`config.mk`:
```
export PLATFORM = sky130hd
export DESIGN_NAME = uart_async_receiver_recovery
export DESIGN_NICKNAME = d
export VERILOG_FILES = /design/src/uart_rx_pkg.sv /design/src/uart_async_receiver_recovery.sv /design/src/rx_fifo.sv
export SDC_FILE = /design/constraint.sdc
export NUM_CORES = 1
export LEC_CHECK = 0
export ABC_AREA = 1
export BUFFER_PORTS_ARGS = -buffer_cell sky130_fd_sc_hd__buf_4
export CORE_UTILIZATION = 41
export DETAILED_ROUTE_END_ITERATION = 12
export HOLD_SLACK_MARGIN = 0.06
export SLEW_MARGIN = 20
export SYNTH_ARGS = -nofsm -noshare
export SYNTH_HDL_FRONTEND = slang
export SYNTH_HIERARCHICAL = 1
export SYNTH_SLANG_ARGS = --single-unit
```
`constraint.sdc`:
```
create_clock -name i_clock -period 4.1 [get_ports i_clock]
set_input_delay 0.41 -clock i_clock [delete_from_list [all_inputs] [get_ports i_clock]]
set_output_delay 0.41 -clock i_clock [all_outputs]
set_load 0.05 [all_outputs]
```
`src/uart_rx_pkg.sv`:
```
/*
  Constants, types and carriers for the asynchronous serial receiver.
  Assumes a single system clock domain and a sample tick from a baud generator.
*/
// Operation
// - Clearing receiver enable stops reception at once, abandoning the current frame.
// - While disabled, the receiver releases its takeover of the serial input pin.
// - Disabling empties the buffer so receive-complete reads zero.
// - Sample at sixteen times baud, or eight times with double speed.
// - Falling edge on idle input starts detection; first low sample is one.
// - Judge start bit from samples 8,9,10 or 4,5,6 in double speed.
// - Two or more high check samples mean noise; hunt again.
// - Bit timing resynchronises on every accepted start bit.
// - Recovery steps sixteen or eight sample states per bit, numbered by state.
// - Each bit is the majority of its three centre samples.
// - Recover data bits and first stop bit only; further stop bits ignored.
// - A zero first stop bit sets the framing error for that frame.
// - Next start edge accepted right after the last stop voting sample.
// - Receive-complete is one whenever the buffer holds unread characters.
// - Error flags travel with their character; reading advances to next entry.
// - Overrun flagged when buffer full, shift register loaded, new start arrives.
package uart_rx_pkg;
  localparam int DATA_BITS = 8;
  localparam int FIFO_DEPTH = 4;
  localparam logic [3:0] SAMPLES_NORMAL = 4'hf;   // Last state index, 16 states
  localparam logic [3:0] SAMPLES_DOUBLE = 4'h7;   // Last state index, 8 states
  localparam logic [3:0] VOTE_FIRST_NORMAL = 4'h8;
  localparam logic [3:0] VOTE_FIRST_DOUBLE = 4'h4;
  localparam logic [3:0] BIT_COUNT_STOP = 4'h9;   // Start=0, data 1..8, stop=9

  typedef struct packed {
    logic overrun;
    logic frame_error;
    logic [DATA_BITS-1:0] data;
  } rx_entry_t;

  typedef enum logic [1:0] {ST_IDLE, ST_START, ST_BITS} rx_state_t;
endpackage

```
`src/uart_async_receiver_recovery.sv`:
```
/*
  Asynchronous receiver: clock and data recovery, stop check, buffer and flush.
  Assumes i_sample_tick pulses once per sample period (16x or 8x baud) from a
  baud generator on the same clock, and that the serial pin is asynchronous.
*/
`timescale 1ns/1ps
`default_nettype none
module uart_async_receiver_recovery
  import uart_rx_pkg::*;
(
  input wire logic i_clock,                    // 40 MHz system clock
  input wire logic i_rstn,                     // Async reset, active low
  input wire logic i_receiver_enable_bit,      // Receiver enable
  input wire logic i_double_speed_select,      // 8 samples per bit when high
  input wire logic i_sample_tick,              // One pulse per sample period
  input wire logic i_serial_input_pin,         // Asynchronous serial line
  output logic o_pin_override,                 // Receiver owns the pin
  input wire logic i_data_read,                // Read strobe of the data location
  output logic o_receive_complete,             // Unread character present
  output uart_rx_pkg::rx_entry_t o_data_buffer_location, // Head character and flags
  output logic o_frame_active                  // Frame in progress
);
  localparam int EW = $bits(rx_entry_t);

  ////////////////////////////////////////////////////////////////////////////
  // Input synchroniser
  logic sync1_q, sync2_q, line_prev_q;
  always_ff @(posedge i_clock or negedge i_rstn) begin
    if (!i_rstn) begin
      sync1_q <= 1'b1;
      sync2_q <= 1'b1;
    end else begin
      sync1_q <= i_serial_input_pin;
      sync2_q <= sync1_q;
    end
  end

  ////////////////////////////////////////////////////////////////////////////
  // Recovery state
  rx_state_t state_q, state_d;
  logic [3:0] sample_q, bitn_q;
  logic [2:0] votes_q;
  logic [DATA_BITS-1:0] shift_q;
  logic pending_q, pend_ovr_q, ovr_flag_q;
  logic fifo_in_ready, fifo_out_valid;
  rx_entry_t fifo_in, fifo_out;

  wire enabled = i_receiver_enable_bit;
  wire [3:0] last_sample = i_double_speed_select ? SAMPLES_DOUBLE : SAMPLES_NORMAL;
  wire [3:0] vote_first = i_double_speed_select ? VOTE_FIRST_DOUBLE : VOTE_FIRST_NORMAL;
  wire [3:0] vote_last = vote_first + 4'h2;
  wire in_vote = (sample_q >= vote_first) && (sample_q <= vote_last);
  wire [2:0] votes_now = {votes_q[1:0], sync2_q};
  wire majority = (votes_now[0] & votes_now[1]) | (votes_now[1] & votes_now[2]) |
                  (votes_now[0] & votes_now[2]);
  wire vote_done = i_sample_tick && (sample_q == vote_last);
  wire falling = i_sample_tick && line_prev_q && !sync2_q;
  wire stop_done = (state_q == ST_BITS) && vote_done && (bitn_q == BIT_COUNT_STOP);
  wire start_ok = (state_q == ST_START) && vote_done && !majority;
  wire start_noise = (state_q == ST_START) && vote_done && majority;
  wire new_frame = (state_q == ST_IDLE) && falling;

  always_comb begin
    state_d = state_q;
    case (state_q)
      ST_IDLE: if (falling) state_d = ST_START;
      ST_START: begin
        if (start_noise) state_d = ST_IDLE;
        else if (start_ok) state_d = ST_BITS;
      end
      ST_BITS: if (stop_done) state_d = ST_IDLE;
      default: state_d = ST_IDLE;
    endcase
    if (!enabled) state_d = ST_IDLE;
  end

  always_ff @(posedge i_clock or negedge i_rstn) begin
    if (!i_rstn) begin
      state_q <= ST_IDLE;
      line_prev_q <= 1'b1;
    end else begin
      state_q <= state_d;
      if (i_sample_tick || !enabled) line_prev_q <= enabled ? sync2_q : 1'b1;
    end
  end

  // Sample counter: sample 1 is the first low sample; restarts per start bit
  always_ff @(posedge i_clock or negedge i_rstn) begin
    if (!i_rstn) begin
      sample_q <= 4'h0;
      bitn_q <= 4'h0;
      votes_q <= 3'h0;
    end else if (!enabled || state_q == ST_IDLE) begin
      sample_q <= 4'h1;
      bitn_q <= 4'h0;
      votes_q <= 3'h0;
    end else if (i_sample_tick) begin
      if (in_vote) votes_q <= votes_now;
      if (sample_q == last_sample) begin
        sample_q <= 4'h0;
        bitn_q <= bitn_q + 4'h1;
      end else begin
        sample_q <= sample_q + 4'h1;
      end
    end
  end

  // Data bits shift in LSB first
  always_ff @(posedge i_clock or negedge i_rstn) begin
    if (!i_rstn) begin
      shift_q <= '0;
    end else if (state_q == ST_BITS && vote_done && bitn_q != BIT_COUNT_STOP) begin
      shift_q <= {majority, shift_q[DATA_BITS-1:1]};
    end
  end

  ////////////////////////////////////////////////////////////////////////////
  // Hand-off to the buffer, overrun tracking
  // A finished frame waits here (the pending slot) while the buffer is full.
  logic pend_fe_q;
  logic [DATA_BITS-1:0] pend_data_q;
  wire push = pending_q && fifo_in_ready;
  always_ff @(posedge i_clock or negedge i_rstn) begin
    if (!i_rstn) begin
      pending_q <= 1'b0;
      pend_fe_q <= 1'b0;
      pend_data_q <= '0;
      pend_ovr_q <= 1'b0;
      ovr_flag_q <= 1'b0;
    end else if (!enabled) begin
      pending_q <= 1'b0;
      ovr_flag_q <= 1'b0;
      pend_ovr_q <= 1'b0;
    end else begin
      if (stop_done && !(pending_q && !push)) begin
        pending_q <= 1'b1;
        pend_fe_q <= ~majority;
        pend_data_q <= shift_q;
        pend_ovr_q <= ovr_flag_q;
      end else if (push) begin
        pending_q <= 1'b0;
      end
      // Lost frames are counted against the next stored character
      if (new_frame && pending_q && !fifo_in_ready) ovr_flag_q <= 1'b1;
      else if (stop_done && !(pending_q && !push)) ovr_flag_q <= 1'b0;
    end
  end

  assign fifo_in = '{overrun: pend_ovr_q, frame_error: pend_fe_q, data: pend_data_q};

  // Four-entry FIFO models the two-character buffer plus margin; full means
  // no more room; with a frame pending and a new start, that is the overrun condition here.
  rx_fifo #(.WIDTH(EW), .DEPTH(FIFO_DEPTH)) u_fifo (
    .i_clock(i_clock),
    .i_rstn(i_rstn),
    .i_flush(!enabled),
    .i_in_valid(push),
    .o_in_ready(fifo_in_ready),
    .i_in_data(fifo_in),
    .o_out_valid(fifo_out_valid),
    .i_out_ready(i_data_read),
    .o_out_data(fifo_out)
  );

  assign o_receive_complete = fifo_out_valid;
  assign o_pin_override = enabled;
  assign o_frame_active = (state_q != ST_IDLE);

  always_ff @(posedge i_clock or negedge i_rstn) begin
    if (!i_rstn) o_data_buffer_location <= '0;
    else o_data_buffer_location <= fifo_out;
  end

  ////////////////////////////////////////////////////////////////////////////
  // Frame length watch: ticks from the start edge to the last stop vote.
  // Only meaningful while the speed select stays put for the whole frame.
  logic [7:0] frame_ticks_q;
  wire [7:0] last_ext = {4'h0, last_sample};
  wire [7:0] stop_ext = {4'h0, BIT_COUNT_STOP};
  wire [7:0] vote_ext = {4'h0, vote_last};
  wire [7:0] frame_ticks_exp = (last_ext + 8'h1) * stop_ext + vote_ext - 8'h1;

  always_ff @(posedge i_clock or negedge i_rstn) begin
    if (!i_rstn) begin
      frame_ticks_q <= 8'h0;
    end else if (!enabled || state_q == ST_IDLE) begin
      frame_ticks_q <= 8'h0;
    end else if (i_sample_tick) begin
      frame_ticks_q <= frame_ticks_q + 8'h1;
    end
  end
endmodule
`default_nettype wire

```
`src/rx_fifo.sv`:
```
/*
  Small synchronous FIFO with valid/ready on both sides and a flush input.
  Assumes one clock; flush wins over any push or pop in that cycle.
*/
`timescale 1ns/1ps
`default_nettype none
module rx_fifo #(
  parameter int WIDTH = 10,
  parameter int DEPTH = 4
) (
  input wire logic i_clock,              // System clock
  input wire logic i_rstn,               // Async reset, active low
  input wire logic i_flush,              // Empty the FIFO
  input wire logic i_in_valid,           // Write request
  output logic o_in_ready,               // Space available
  input wire logic [WIDTH-1:0] i_in_data, // Write data
  output logic o_out_valid,              // Entry available
  input wire logic i_out_ready,          // Pop request
  output logic [WIDTH-1:0] o_out_data    // Head entry
);
  localparam int AW = $clog2(DEPTH);
  logic [WIDTH-1:0] mem_q [DEPTH];
  logic [AW-1:0] wr_q, rd_q;
  logic [AW:0] cnt_q;
  wire push = i_in_valid && o_in_ready;
  wire pop = o_out_valid && i_out_ready;
  assign o_in_ready = (cnt_q != (AW+1)'(DEPTH));
  assign o_out_valid = (cnt_q != '0);
  assign o_out_data = mem_q[rd_q];

  always_ff @(posedge i_clock) begin
    if (push) begin
      mem_q[wr_q] <= i_in_data;
    end
  end

  always_ff @(posedge i_clock or negedge i_rstn) begin
    if (!i_rstn) begin
      wr_q <= '0;
      rd_q <= '0;
      cnt_q <= '0;
    end else if (i_flush) begin
      wr_q <= '0;
      rd_q <= '0;
      cnt_q <= '0;
    end else begin
      if (push) wr_q <= AW'((wr_q + 1'b1) % DEPTH);
      if (pop) rd_q <= AW'((rd_q + 1'b1) % DEPTH);
      cnt_q <= cnt_q + (AW+1)'(push) - (AW+1)'(pop);
    end
  end
endmodule
`default_nettype wire

```
======== Word-level counts from Yosys, hierarchy flattened ========
Memory sizes are Yosys's and may differ from the RTL's. A register that Yosys moved wholly into a read port is not among the register bits.
Index checks and enable logic that the tools add are counted.
operators by class
  add/subtract/negate cells ............... 7
  magnitude comparators ................... 2
  eq/ne operators ......................... 15
  mux-type cells .......................... 33
  bitwise operators ....................... 6
  reductions and logical operators ........ 37
operators with widths
  kind                                                   count
  two-way mux 4 bit                                      8
  two-way mux 2 bit                                      12
  logical AND 1 bit                                      18
  two-way mux 1 bit                                      11
  inequality test 3 bit, second input constant           3
  adder 4 x 1 -> 4 bit, second input constant            2
  equality test 4 bit                                    2
  inequality test 4 bit, second input constant           2
  nonzero test 2 bit                                     4
  zero test 1 bit                                        7
  inequality test 2 x 1 -> 1 bit, second input constant  3
  inequality test 3 x 1 -> 1 bit, second input constant  2
  case mux 2 bit (3 select lines)                        1
  AND reduction 2 bit                                    3
  adder 2 x 1 -> 2 bit, second input constant            2
  adder 4 x 2 -> 4 bit, second input constant            1
  equality test 4 bit, second input constant             1
  greater-or-equal comparator 4 bit                      1
  less-or-equal comparator 4 bit                         1
  adder 3 x 1 -> 3 bit                                   1
  AND 1 bit                                              3
  two-way mux 3 bit                                      1
  AND reduction 3 bit                                    1
  nonzero test 3 bit                                     1
  other kinds (7)                                        9
word-level totals
  register bits after elaboration ......... 42
  RAM bits ................................ 40
  input port bits ......................... 7
  output and inout bits ................... 13
  logic and storage cells ................. 117
  memories ................................ 1
memory list
  name          words  width  read ports  clocked after Yosys merged registers in  wr ports  line           text
  u_fifo.mem_q  4      10     1           1                                        1         rx_fifo.sv:22  logic [WIDTH-1:0] mem_q [DEPTH];

======== Depth between registers and ports, before layout ========
  depth in word-level cells ............... 10
  gate-level depth with buffers ........... 12
  depth with buffers taken out ............ 12

======== Modules after synthesis ========
The synthesis kept the hierarchy.
by module, submodules not included
  module                        times used  cells an instance  area each (um^2)  sequential area each (um^2)
  uart_async_receiver_recovery  1           220                2014.4            1129.8
  rx_fifo                       1           158                1966.9            1376.3

======== Worst setup path after synthesis ========
No wires, ideal clock.
  kind .................................... register to register
  from .................................... register u_fifo.cnt_q[1]
  to ...................................... register u_fifo.cnt_q[2]
  setup time .............................. 0.119 ns
  data arrival time ....................... 2.146 ns
  required time ........................... 3.981 ns
  slack ................................... 1.835 ns
  cell stages (with the launch flop) ...... 12
  path buffers ............................ 0
  clock period less this slack ............ 2.265 ns
  cells stage by stage .................... dfrtp_1 nor2_2 nand2_1 nand2_1 inv_1 ha_1 inv_1 ha_1 inv_1 fa_1 a21oi_1 nor2_1
on the way
  elaborated cells between the ends (all ways) .. 8
  classes of those cells .................. 2 x add/sub; 1 x eq/ne; 1 x mux; 4 x reduce/logical
RTL lines
  what                       line                                text
  from (decl)                rx_fifo.sv:24                       logic [AW:0] cnt_q;
  from (signal assigned)     rx_fifo.sv:49                       cnt_q <= cnt_q + (AW+1)'(push) - (AW+1)'(pop);
  nonzero test 3 bit         rx_fifo.sv:28                       assign o_out_valid = (cnt_q != '0);
  via o_receive_complete     uart_async_receiver_recovery.sv:19  output logic o_receive_complete,
  logical AND 1 bit          rx_fifo.sv:26                       wire pop = o_out_valid && i_out_ready;
  subtractor 3 x 1 -> 3 bit  rx_fifo.sv:49
  two-way mux 3 bit          rx_fifo.sv:42                       end else if (i_flush) begin
The timed path passes the listed nets, and every way through them passes these cells.
A chain may end at the register's enable or synchronous reset.

======== Worst setup path in the final report ========
  from .................................... register u_fifo.cnt_q[1]
  to ...................................... register u_fifo.cnt_q[2]
on the way
  word-level cells in the longest chain between the ends .. 6
  elaborated cells between the ends (all ways) .. 8
  classes of those cells .................. 2 x add/sub; 1 x eq/ne; 1 x mux; 4 x reduce/logical
RTL lines
  what                         line                                 text
  inequality test 3 bit        rx_fifo.sv:27                        assign o_in_ready = (cnt_q != (AW+1)'(DEPTH));
  logical AND 1 bit            uart_async_receiver_recovery.sv:122  wire push = pending_q && fifo_in_ready;
  logical AND 1 bit            rx_fifo.sv:25                        wire push = i_in_valid && o_in_ready;
  adder 3 x 1 -> 3 bit         rx_fifo.sv:49
  subtractor 3 x 1 -> 3 bit *  rx_fifo.sv:49
  two-way mux 3 bit *          rx_fifo.sv:42
Every way passes the cells marked *; elsewhere a longest branch is shown, timed or not.

==> metrics.txt <==
outcome=complete, no violations; setup TNS=0 ns; TritonCTS clock tree=done; clk_skew=0.007787 ns; gpl congestion=about 0.8; Crit path arrival time=between 2 and 2.5 ns; DR pass1 iterations=6; number of DRC markers in iteration 0=106; Total GRT Usage=0.1443; diode count=0; area delta synth->final=10.97%; Sequential Power Share=0.470; Worst Setup Start Kind=register; Mapped Cells=around 380; met3 WL=235 um; Pleak=between 0.0015 and 0.002 uW; Synth area leader=dfrtp_1; Resized cells post-CTS=0; vias per inst=4.762; first-pass GRT wire length=11,090 um; peak supply drop=around 230 uV; routed length on met2=2962 um; top post-synthesis cells by area=dfrtp_1 (31%), edfxtp_1 (30%), nand2_1 (7.0%); Cell variety after synth=29; top-area cell type share of the netlist area=0.3080; Final Worst Setup Slack=roughly 2.1 ns; Hold Crit Class=in -> async; clock power share=0.272; H-tree levels=3; cts hold-fix bufs=0; final setup vio count=0; fraction of registers with async set/reset=0.5652; net switching power=about 850 uW; root buf cell=clkbuf_8; Post-synth top cells=nand2_1 (74), dfrtp_1 (49), inv_1 (44); DR DRC count=0; Post-synth EDFFs=40; M1 wire length=between 3000 and 4000 um; worst-margin pin slew=0.9441 ns; post-synthesis net count=between 300 and 400; WS Path Type=reg -> reg; count leader, synth=nand2_1; P_int=around 1500 uW; Max-cap violations=0; crit path max fanout=4; dpl ws=between 2 and 2.5 ns; Most used DFF post-synth=dfrtp_1; Cell Area, Placed=~4200 um2; max-slew violation count=0; Rel. slew slack=0.3683; DIE HEIGHT=about 100 um; NumNets Final=420; antenna-violating nets left=0; total power=2360 uW; fraction of layout cells with a size suffix above 1=0.1535; uppermost layer routed=met4; Synthesis Warnings=6; combinational share of power=0.258; vias post-DR=between 2,000 and 3,000; Sink Count=a little over 90; num ports=20; antenna violations before repair=0; Power Density=about 530 nW/um2; Congestion Overflow GR=0; vias in the first global route=between 2,000 and 2,500; part of the cycle the worst path needs=0.4969; Synth Area per Inst=approximately 11 um2; Critical Path RT=between 4 and 5 ns; die footprint=just over 10,000 um2; unrepaired setup endpoints after global routing=false; Max Buffers Root-to-Sink=2; DRT Wirelength=between 6000 and 7000 um; switch share=0.3590; Initial Util=0.4268; synthesized area=around 4000 um2; largest net degree at the start of global routing=53; CP endpoint kind=register; post-route design area=between 4000 and 5000 um2; Port Buffers=19; clk_lat worst skew=~0.36 ns; Peak Freq=about 490 MHz; wire length per cell=between 10 and 15 um; clock buffer count from CTS=9; Yosys reg bits=a little over 90; share of the yosys chip area belonging to registers=0.6295; fin crit period=around 2.0 ns; Final Hold Fails=0; Clock Pin Slew Worst Setup and Hold Paths=approximately 0.1 ns; hpwl dp=about 4300 um; placement row count=35; Core Area=9328 um2; Setup Fix Bufs, Post-CTS=0; Die W=slightly above 100 um
-- sequential cells by signal, summed over array words and instances, names as in the netlist, 3 cells and up --
signal                  cells
bitn_q                      4
o_data_buffer_location     10
pend_data_q                 8
sample_q                    4
shift_q                     8
u_fifo/cnt_q                3
u_fifo/mem_q               40
-- routing by layer --
metal / global-route usage / up-vias
met4: 0.04348 / 0
li1: - / 1299
met1: 0.1819 / 1190
met5: 0 / -
met2: 0.2366 / 39
met3: 0.04785 / 10
-- power groups by stage --
| stage | Sequential (uW) | Combinational [uW] | Clock (uW) |
|---|---|---|---|
| after floorplan | 1230 | 368 | 0 |
| after global placement | 1130 | 611 | 0 |
| after detailed placement | 1130 | 611 | 0 |
| after CTS | 1110 | 614 | 668 |
| after global routing | 1120 | 677 | 702 |
| final | 1110 | 609 | 643 |
-- logic make-up after synthesis --
kind of cell	count (synthesis)	share of synthesized area
and+or+nand+nor	153	0.1678
DFF	92	0.6295
AOI/OAI and AO/OA	62	0.09020
buffers and inverters	56	0.06442
adders and majority gates	14	0.04588
xor gates and xnor gates	1	0.002200
-- critical path, cell delays in order (launching register included) --
cell and delay [ns]:
dfrtp_1 0.43, nor2_2 0.15, nand2_1 0.12, nand2_1 0.11, inv_1 0.05, ha_1 0.26
inv_1 0.06, ha_1 0.13, inv_1 0.04, fa_1 0.38, a21oi_1 0.13, nor2_1 0.06
-- worst paths after layout --
check | startpoint | end | slack, ns | cells after the start
worst min-delay path | i_rstn | o_data_buffer_location[6] | 0.08 | 1
worst max-delay path | u_fifo/cnt_q[1] | u_fifo/cnt_q[2] | 2.06 | 11
max in group asynchronous | i_rstn | pend_data_q[3] | 3.58 | 1
min in group i_clock | i_serial_input_pin | sync1_q | 0.15 | 1
worst min register to register | sync1_q | sync2_q | 0.36 | 0
worst max register to register | u_fifo/cnt_q[1] | u_fifo/cnt_q[2] | 2.06 | 11
-- metrics by stage --
step / hold WS (ns) / utilization / cells
4_1_cts: 0.09527 / 0.4736 / 533
6_report: 0.07758 / 0.4736 / 533
2_1_floorplan: 0.1144 / - / 378
5_1_grt: 0.1149 / 0.4736 / 533
3_3_place_gp: 0.3463 / 0.4508 / 517
3_5_place_dp: 0.3469 / 0.4508 / 517
-- cells in the final DEF (no fill, tap or decap), drive strengths merged --
cell type	Yosys	final
clkinv	1	1
fa	1	1
dfstp	3	3
nor2	47	47
nor3	1	1
dfrtp	49	49
nand3b	1	1
clkinvlp	0	1
edfxtp	40	40
or2	1	1
a21oi	9	9
clkbuf	0	9
inv	46	51
o21ai	42	42
nand4	7	7
nand2	79	79
buf	9	19
o22ai	10	10
ha	13	13
o211ai	1	1
nand3	17	17
bufinv	0	1
xor2	1	1
-- cell type report --
cell class	instances	area, um2
Timing Repair Buffer	19	142.6
Inverter	47	176.4
Multi-Input combinational cell	230	1219
Clock buffer	9	123.9
Clock inverter	7	88.84
Fill cell	904	4910
Tap cell	129	161.4
Sequential cell	92	2506
Power figures use the tool's default switching activity.
